### config.mk
export PLATFORM = sky130hd
export DESIGN_NAME = gdpc_delayed_pulse
export DESIGN_NICKNAME = d
export VERILOG_FILES = /design/src/include/gdpc_pkg.sv /design/src/rtl/gdpc_delayed_pulse.sv /design/src/rtl/gdpc_sync.sv
export SDC_FILE = /design/constraint.sdc
export NUM_CORES = 1
export LEC_CHECK = 0
export BUFFER_PORTS_ARGS = -buffer_cell sky130_fd_sc_hd__buf_2
export CAP_MARGIN = 20
export CORE_ASPECT_RATIO = 0.9
export CORE_MARGIN = 5
export CORE_UTILIZATION = 48
export DETAILED_ROUTE_END_ITERATION = 6
export PLACE_DENSITY_LB_ADDON = 0.15
export SETUP_SLACK_MARGIN = 0.05
export SYNTH_ARGS = -nofsm -noshare
export SYNTH_HDL_FRONTEND = slang
export SYNTH_SLANG_ARGS = --single-unit
### constraint.sdc
create_clock -name clk_sys -period 2 [get_ports clk_sys]
set_input_delay 0.1 -clock clk_sys [delete_from_list [all_inputs] [get_ports clk_sys]]
set_output_delay 0.1 -clock clk_sys [all_outputs]
set_load 0.005 [all_outputs]
### src/include/gdpc_pkg.sv
package gdpc_pkg;
    localparam int unsigned CNT_W = 16;
    localparam logic [15:0] CNT_ONE = 16'h0001;
    localparam logic [15:0] CNT_ALL = 16'hffff;
    localparam logic [15:0] CNT_RST = 16'h0000;
    // Gating field of counter_mode_config
    localparam logic GATE_LEVEL = 1'h0;
    localparam logic GATE_EDGE = 1'h1;
    localparam logic [2:0] SYNC_RST = 3'h0;
endpackage

### src/rtl/gdpc_delayed_pulse.sv
`timescale 1ns/1ps
module gdpc_delayed_pulse (
    // Clock and reset
    input wire logic clk_sys,
    input wire logic srst,
    // Software commands, one-cycle pulses
    input wire logic arm_cmd,
    input wire logic disarm_cmd,
    input wire logic load_cmd,
    // Counter mode configuration
    input wire logic cfg_gate_edge,
    input wire logic cfg_count_up,
    // Count registers
    input wire logic [15:0] load_value,
    input wire logic [15:0] hold_value,
    // External pins
    input wire logic src_pin,
    input wire logic gate_pin,
    // Status
    output logic armed,
    output logic triggered,
    output logic pulse_phase,
    output logic terminal_count,
    output logic [15:0] count_value
);
    typedef enum logic [1:0] {
        ST_IDLE,
        ST_WAIT_GATE,
        ST_DELAY,
        ST_WIDTH
    } gdpc_state_e;

    typedef struct packed {
        gdpc_state_e state;
        logic src_d;
        logic gate_d;
        logic tc;
        logic [15:0] cnt;
    } gdpc_core_s;

    gdpc_core_s st_ff;
    gdpc_core_s nxt_st;
    logic [1:0] pin_raw;
    logic [1:0] pin_lvl;
    logic src_lvl;
    logic gate_lvl;
    logic src_rise;
    logic gate_rise;
    logic at_tc;
    logic qualified;
    logic level_mode;
    logic in_count;
    logic in_delay;
    logic arm_take;
    logic load_take;
    logic disarm_take;
    logic [15:0] cnt_step;
    logic [15:0] cnt_next;
    logic [15:0] reload_value;

    // Both external pins, gate above source
    assign pin_raw = {gate_pin, src_pin};

    // One synchroniser per external pin
    for (genvar p = 0; p < $bits(pin_raw); p++) begin : g_pin_sync
        gdpc_sync u_sync (
            .clk_sys(clk_sys),
            .srst(srst),
            .pin_in(pin_raw[p]),
            .level_out(pin_lvl[p])
        );
    end

    // Clean levels by name
    assign {gate_lvl, src_lvl} = pin_lvl;

    // Edge detection; history idles low, as the gate does
    assign src_rise = src_lvl & ~st_ff.src_d;
    assign gate_rise = gate_lvl & ~st_ff.gate_d;

    // Gating field of the mode configuration
    assign level_mode = (cfg_gate_edge == gdpc_pkg::GATE_LEVEL);

    // Phase decode of the current state
    assign in_count = (st_ff.state == ST_DELAY) || (st_ff.state == ST_WIDTH);
    assign in_delay = (st_ff.state == ST_DELAY);

    // Commands; arm and load only taken while disarmed
    assign arm_take = arm_cmd && (st_ff.state == ST_IDLE);
    assign load_take = load_cmd && (st_ff.state == ST_IDLE);
    assign disarm_take = disarm_cmd && (st_ff.state != ST_IDLE);

    // Terminal count point for the current direction
    always_comb begin
        if (cfg_count_up) begin
            at_tc = (st_ff.cnt == gdpc_pkg::CNT_ALL);
        end else begin
            at_tc = (st_ff.cnt == gdpc_pkg::CNT_ONE);
        end
    end

    // One count step in the chosen direction
    always_comb begin
        if (cfg_count_up) begin
            cnt_step = st_ff.cnt + gdpc_pkg::CNT_ONE;
        end else begin
            cnt_step = st_ff.cnt - gdpc_pkg::CNT_ONE;
        end
    end

    // Reload source: hold ends the delay, load ends the width
    always_comb begin
        if (in_delay) begin
            reload_value = hold_value;
        end else begin
            reload_value = load_value;
        end
    end

    // Counter value after a qualified edge
    always_comb begin
        if (at_tc) begin
            cnt_next = reload_value;
        end else begin
            cnt_next = cnt_step;
        end
    end

    // Which source edges count in the active phases
    always_comb begin
        if (level_mode) begin
            qualified = src_rise & gate_lvl;
        end else begin
            qualified = src_rise;
        end
    end

    // Sequencer; only the active phases count, the idle state takes loads
    always_comb begin
        nxt_st = st_ff;
        nxt_st.src_d = src_lvl;
        nxt_st.gate_d = gate_lvl;
        nxt_st.tc = 1'b0;
        case (st_ff.state)
            ST_IDLE: begin
                // Disarmed: no counting, gate edges dropped
                if (load_take) begin
                    nxt_st.cnt = load_value;
                end
                if (arm_take) begin
                    if (level_mode) begin
                        nxt_st.state = ST_DELAY;
                    end else begin
                        nxt_st.state = ST_WAIT_GATE;
                    end
                end
            end
            ST_WAIT_GATE: begin
                // Source edge of the trigger cycle is not counted
                if (gate_rise) begin
                    nxt_st.state = ST_DELAY;
                end
            end
            ST_DELAY: begin
                // Delay phase, started from the load value
                if (qualified) begin
                    nxt_st.cnt = cnt_next;
                    if (at_tc) begin
                        nxt_st.tc = 1'b1;
                        nxt_st.state = ST_WIDTH;
                    end
                end
            end
            ST_WIDTH: begin
                // Width phase, started from the hold value
                if (qualified) begin
                    nxt_st.cnt = cnt_next;
                    if (at_tc) begin
                        nxt_st.tc = 1'b1;
                        nxt_st.state = ST_IDLE;
                    end
                end
            end
            default: begin
                nxt_st.state = ST_IDLE;
            end
        endcase
        // Disarm command overrides any armed state
        if (disarm_take) begin
            nxt_st.state = ST_IDLE;
        end
    end

    // State register; disarmed with a cleared counter
    always_ff @(posedge clk_sys) begin
        if (srst) begin
            st_ff <= '{
                state: ST_IDLE,
                src_d: 1'b0,
                gate_d: 1'b0,
                tc: 1'b0,
                cnt: gdpc_pkg::CNT_RST
            };
        end else begin
            st_ff <= nxt_st;
        end
    end

    // Status outputs straight from the state register
    assign armed = (st_ff.state != ST_IDLE);
    assign triggered = in_count;
    assign pulse_phase = (st_ff.state == ST_WIDTH);
    assign terminal_count = st_ff.tc;
    assign count_value = st_ff.cnt;
endmodule

### src/rtl/gdpc_sync.sv
`timescale 1ns/1ps
// Three-stage pin synchroniser; output changes once stages two and three agree
module gdpc_sync (
    // Clock and reset
    input wire logic clk_sys,
    input wire logic srst,
    // Pin in, clean level out
    input wire logic pin_in,
    output logic level_out
);
    typedef struct packed {
        logic [2:0] stg;
        logic level;
    } gdpc_sync_s;

    gdpc_sync_s st_ff;
    gdpc_sync_s nxt_st;

    // Shift and agree
    always_comb begin
        nxt_st = st_ff;
        nxt_st.stg = {st_ff.stg[1:0], pin_in};
        if (st_ff.stg[1] == st_ff.stg[2]) begin
            nxt_st.level = st_ff.stg[2];
        end
    end

    // State register
    always_ff @(posedge clk_sys) begin
        if (srst) begin
            st_ff <= '{stg: gdpc_pkg::SYNC_RST, level: 1'b0};
        end else begin
            st_ff <= nxt_st;
        end
    end

    assign level_out = st_ff.level;
endmodule

==> impl_metrics.toml, run 1 <==
[worst_hold_path]
hold_depth = 2
min_path_type = "in2reg"
holdPathEnd = "g_pin_sync[0].u_sync.nxt_st[2]"
worstHoldStart = "src_pin"

[drt]
route.top_layer_used = "met4"
totalWireLength_um = 7650
drt_iter0_drc = 149
vias = 2592
wl_per_cell_um = 16.9
wl_met2_um = 3700
drc = 0
met3WireLength_um = 531
drt-met1-wl_um = 3270
drt.antenna.violating_nets = 0
vias_per_cell = 5.73
drt-pass1-iter-count = 4

[timing]
finalCritPeriodShare_pct = 100
setup_tns_ns = -0.00718
finalWorstSetupSlack_ns = -0.00718
slew_viol_final = 0
tightest_slew_ns = 0.477
period_needed_ns = 2.01
rsz0062_at_grt = "true"
slew_headroom_pct = 68.2
hold_viol_final = 0
fmax_mhz = 498
final-setup-viol-count = 1
clock_skew_ns = 0.00286

[clock_tree]
cts.sinks = 29
cts_inserted_buffers = 5
cts.path.max_buffers = 2
htree_levels = 2
ctsHoldBuffers = 0
clk_pin_slew_ns = 0.07
clock_latency_ns = 0.29
clock-root-buffer = "clkbuf_8"
cts_tree = "built"

[setup_path]
required_ns = 2.17
r2r_start = "count_value[1]"
reg2reg_slack_ns = -0.007
start_kind = "flop"
path_max_fanout = 4
path_class = "reg2reg"
critPathArrivalTime_ns = 2.18
r2r_end = "count_value[8]"
r2r_cells = 7
crit_path_end_kind = "flop"

[power_and_ir_drop]
powerDensity_nw_per_um2 = 1260
internal_power_uw = 2450
switching_share_pct = 43.0
p_leak_uw = 0.00144
pwr-share-seq_pct = 23.0
peakVddDrop_mv = 0.709
comb_power_share_pct = 65.8
power_switching_uw = 1850
power_uw = 4300
clockPowerShare_pct = 11.2

[floorplanning]
initial_core_util_pct = 49.2
core.rowCount = 24
dieWidth_um = 84.0
fp.coreArea_um2 = 4800
die_y_um = 76.6
ios = 61
die-area_um2 = 6430

[global_routing]
overflow = 0
grt_util_all_layers_pct = 22.1
grt_pass1_vias = 2418
grt_max_degree = 31
antenna_found_initial = 0
grt_first_pass_wirelength_um = 11600

[place]
dp_hpwl_um = 5560
place.gp.congestion = 0.854
io_buffers = 60

[cells_and_area]
fillers = 388
layout_common_cells = "buf_4 (61), buf_2 (60), dfxtp_1 (22)"
final_util_pct = 70.8
diodes = 0
layout_commonest_cell = "buf_4"
nets = 434
layout-drive-gt1-share_pct = 48.6
syn_to_final_growth_pct = 43.9

[logic_synthesis]
ys.warnings.count = 0
yosysUniqueCellTypes = 58
ys_seq_area_share_pct = 24.6
syn-num-nets = 341
ys.flop_type = "dfxtp_1"
synth_edf_count = 0
synth_area_um2 = 2360
synth_seq_cells = 29
async_flop_share_pct = 0
synthCells = 293
syn_avg_cell_area_um2 = 8.07

[outcome]
status = "finished, violations left"
violations = "setup timing"

[flow_run]
cap_violations = 0
==> area by class of cell <==
| class | count | area, um2 | area share (%) |
|---|---|---|---|
| Clock buffer | 5 | 68.8 | 2.02 |
| Clock inverter | 3 | 17.5 | 0.515 |
| Inverter | 8 | 32.5 | 0.957 |
| Multi-Input combinational cell | 220 | 1830 | 53.7 |
| Sequential cell | 29 | 597 | 17.5 |
| Tap cell | 65 | 81.3 | 2.39 |
| Timing Repair Buffer | 122 | 778 | 22.9 |
==> critical path: stages, from the launching register on <==
cell and delay (ns):
dfxtp_4 0.37, inv_4 0.06, ha_4 0.12, or4b_4 0.50, or3_4 0.37, a22oi_2 0.24
xnor2_2 0.14, a211oi_2 0.08
==> synthesized netlist by cell type, types with 9 or more instances <==
| cell type | count | area, um2 |
|---|---|---|
| nor3_1 | 11 | 55.1 |
| dfxtp_1 | 29 | 581 |
| nor2_1 | 19 | 71.3 |
| clkbuf_1 | 11 | 41.3 |
| nand3_1 | 12 | 60.1 |
| o211ai_1 | 9 | 67.6 |
| mux2i_1 | 9 | 90.1 |
| o21ai_0 | 10 | 50.1 |
| buf_4 | 16 | 120 |
| nand2_1 | 9 | 33.8 |
| a21oi_1 | 15 | 75.1 |
| nor2b_1 | 20 | 125 |
==> how the worst max path moves through the flow <==
stage / from / to / slack (ns) / depth (start not counted)
after CTS: count_value[1] / count_value[8] / -0.02 / 7
after global placement: count_value[7] / count_value[7] / 0.003 / 7
after detailed placement: count_value[1] / count_value[14] / -0.08 / 7
after floorplan: count_value[9] / count_value[4] / -0.03 / 7
after global routing: count_value[1] / count_value[14] / -0.09 / 7
final: count_value[1] / count_value[8] / -0.007 / 7
==> repair_timing <==
| item | CTS | global route |
|---|---|---|
| endpoints found under the setup margin | 14 | 15 |
| setup buffers | 2 | 2 |
| pin swaps | 12 | 16 |
| gates resized for setup | 19 | 45 |
==> sequential cells by signal, summed over array words and instances, names as in the netlist <==
name,count
terminal_count,1
g_pin_sync.u_sync.level_out,2
st_ff,4
g_pin_sync.u_sync.st_ff,2
g_pin_sync.u_sync.nxt_st,4
count_value,16
==> power groups by stage <==
stage	combinational, uW	sequential, uW	clock [uW]
floorplan	1640	898	0
global placement	2400	941	0
detailed placement	2440	944	0
CTS	2580	948	486
global route	3070	1010	510
finish	2830	987	482
==> per-stage QoR <==
step	setup WS [ns]	area, um2	hold WS, ns	cells
after floorplan	-0.0323	2380	0.172	293
after global placement	0.00324	3000	0.311	440
after detailed placement	-0.0819	3000	0.315	440
after CTS	-0.0199	3170	0.0128	450
after global routing	-0.0940	3400	0.0271	452
final	-0.00718	3400	0.0143	452
==> logic make-up after synthesis <==
kind of cell / Yosys count / synth area share [%]
AO/OA/AOI/OAI: 80 / 25.1
flip-flops: 29 / 24.6
XOR/XNOR: 11 / 4.08
AND/OR/NAND/NOR: 112 / 28.0
adder cells (fa/ha/maj): 7 / 3.71
multiplexers: 10 / 4.29
buffers and inverters: 44 / 10.3
==> routing by layer <==
metal | global-route usage (%) | vias to the layer above
met3 | 4.76 | 15
li1 | - | 1268
met1 | 28.3 | 1218
met5 | 0 | -
met2 | 37.0 | 91
met4 | 6.59 | 0
Note: power is estimated with default switching activity, not from simulation.
==> run 2, diff against run 1 <==
--- a/config.mk
+++ b/config.mk
@@ -12,7 +12,6 @@
 export CORE_UTILIZATION = 48
 export DETAILED_ROUTE_END_ITERATION = 6
 export PLACE_DENSITY_LB_ADDON = 0.15
-export SETUP_SLACK_MARGIN = 0.05
 export SYNTH_ARGS = -nofsm -noshare
 export SYNTH_HDL_FRONTEND = slang
 export SYNTH_SLANG_ARGS = --single-unit
==> run 2 against run 1 <==
  * The run still ends with setup timing left
  * Sequential share of layout area is 0.30 points higher
  * Combinational power shrank 1%
  * Highest routed layer unchanged
  * Die area did not move
  * Count of clock-buffer cells in the layout did not move
  * Non-clock buffer count is the same
==> impl_metrics.toml, run 2 (same netlist as run 1, synthesis figures left out) <==
[timing]
fmax_mhz = 499
rsz0062_at_grt = "true"
clock_skew_ns = 0.00369
finalWorstSetupSlack_ns = -0.00495
slew_viol_final = 0
setup_tns_ns = -0.00495
hold_viol_final = 0
slew_headroom_pct = 67.6
final-setup-viol-count = 1
tightest_slew_ns = 0.485
finalCritPeriodShare_pct = 100
period_needed_ns = 2.00

[drt]
vias_per_cell = 5.73
drt-pass1-iter-count = 4
drc = 0
drt_iter0_drc = 144
drt.antenna.violating_nets = 0
wl_per_cell_um = 16.8
totalWireLength_um = 7580
vias = 2591

[floorplanning]
dieWidth_um = 84.0
die-area_um2 = 6430
fp.coreArea_um2 = 4800
ios = 61
initial_core_util_pct = 49.2
die_y_um = 76.6
core.rowCount = 24

[global_routing]
use_met2_pct = 37.0
grt.met3_usage_pct = 4.76
grt_max_degree = 31
antenna_found_initial = 0
grt_util_met1_pct = 28.0
overflow = 0
grt_util_all_layers_pct = 22.0
grt_pass1_vias = 2417
grt_first_pass_wirelength_um = 11500
grt-busiest-layer = "met2"

[place]
io_buffers = 60
place.gp.congestion = 0.854
dp_cells = 440
dp_hpwl_um = 5560

[outcome]
violations = "setup timing"
status = "finished, violations left"

[cells_and_area]
fin_cells = 452
fillers = 399
layout-drive-gt1-share_pct = 47.5
syn_to_final_growth_pct = 41.5
layout_common_cells = "buf_4 (61), buf_2 (60), dfxtp_1 (22)"
largest_register_ffs = 16
nets = 434
layout_commonest_cell = "buf_4"
final_util_pct = 69.6
diodes = 0

[worst_hold_path]
worstHoldStart = "src_pin"
min_path_type = "in2reg"

[setup_path]
crit_path_end_kind = "flop"
r2r_start = "count_value[1]"
required_ns = 2.17
path_max_fanout = 4
path_class = "reg2reg"
critPathArrivalTime_ns = 2.17
start_kind = "flop"
crit_path_start = "count_value[1]"

[power_and_ir_drop]
p_leak_uw = 0.00142
power_uw = 4260
powerDensity_nw_per_um2 = 1270
peakVddDrop_mv = 0.707

[clock_tree]
clock-root-buffer = "clkbuf_8"
ctsHoldBuffers = 0
cts_inserted_buffers = 5
cts_tree = "built"
clk_pin_slew_ns = 0.07
cts.path.max_buffers = 2
cts.sinks = 29
clock_latency_ns = 0.29
htree_levels = 2

[flow_run]
cap_violations = 0
==> run 2: critical path, stage by stage (launching register included) <==
cell and delay [ns]:
dfxtp_4 0.37, inv_4 0.06, ha_4 0.12, or4b_4 0.50, or3_4 0.37, a22oi_2 0.24
xnor2_2 0.14, a211oi_2 0.08
==> run 2: what timing repair did <==
item | 4_1_cts | 5_1_grt
buffers inserted | 2 | 2
hold endpoints to repair | 0 | 0
pin swaps | 6 | 15
resized for setup | 12 | 42
setup endpoints to repair | 9 | 16
==> run 2: power by group <==
part	total (uW)	leakage [uW]	internal, uW	switching [uW]
logic	2790	0.00113	1430	1360
registers	988	0.000242	769	219
clock network	478	0.0000439	239	239
==> run 2: final cells by class <==
type	instances	area, um2	area share, %
multi-input cells	220	1770	52.9
repair buffers	122	778	23.3
flip-flops and latches	29	597	17.9
well taps	65	81.3	2.43
clock buffers	5	68.8	2.06
inverters	8	32.5	0.973
clock inverters	3	17.5	0.524
==> run 2: path summary, 6_finish.rpt <==
check,to,slack [ns],cells past startpoint
worst max-delay path,count_value[8],-0.005,7
worst min-delay path,g_pin_sync[0].u_sync.nxt_st[2],0.02,2
worst max register to register,count_value[8],-0.005,7
worst min register to register,g_pin_sync[0].u_sync.nxt_st[3],0.45,1
==> run 2: per-layer routing <==
metal  part of all wire (%)  routed length, um
met1                     43               3270
met4                    2.0                150
met2                     49               3690
met5                      0                  0
met3                    6.3                477
==> run 2: stage by stage <==
step	hold WS, ns	instance area [um2]	setup slack (ns)
2_1_floorplan	0.172	2380	-0.0323
3_3_place_gp	0.311	3000	0.00324
3_5_place_dp	0.315	3000	-0.0819
4_1_cts	0.0128	3140	-0.0201
5_1_grt	0.0287	3340	-0.113
6_report	0.0165	3340	-0.00495
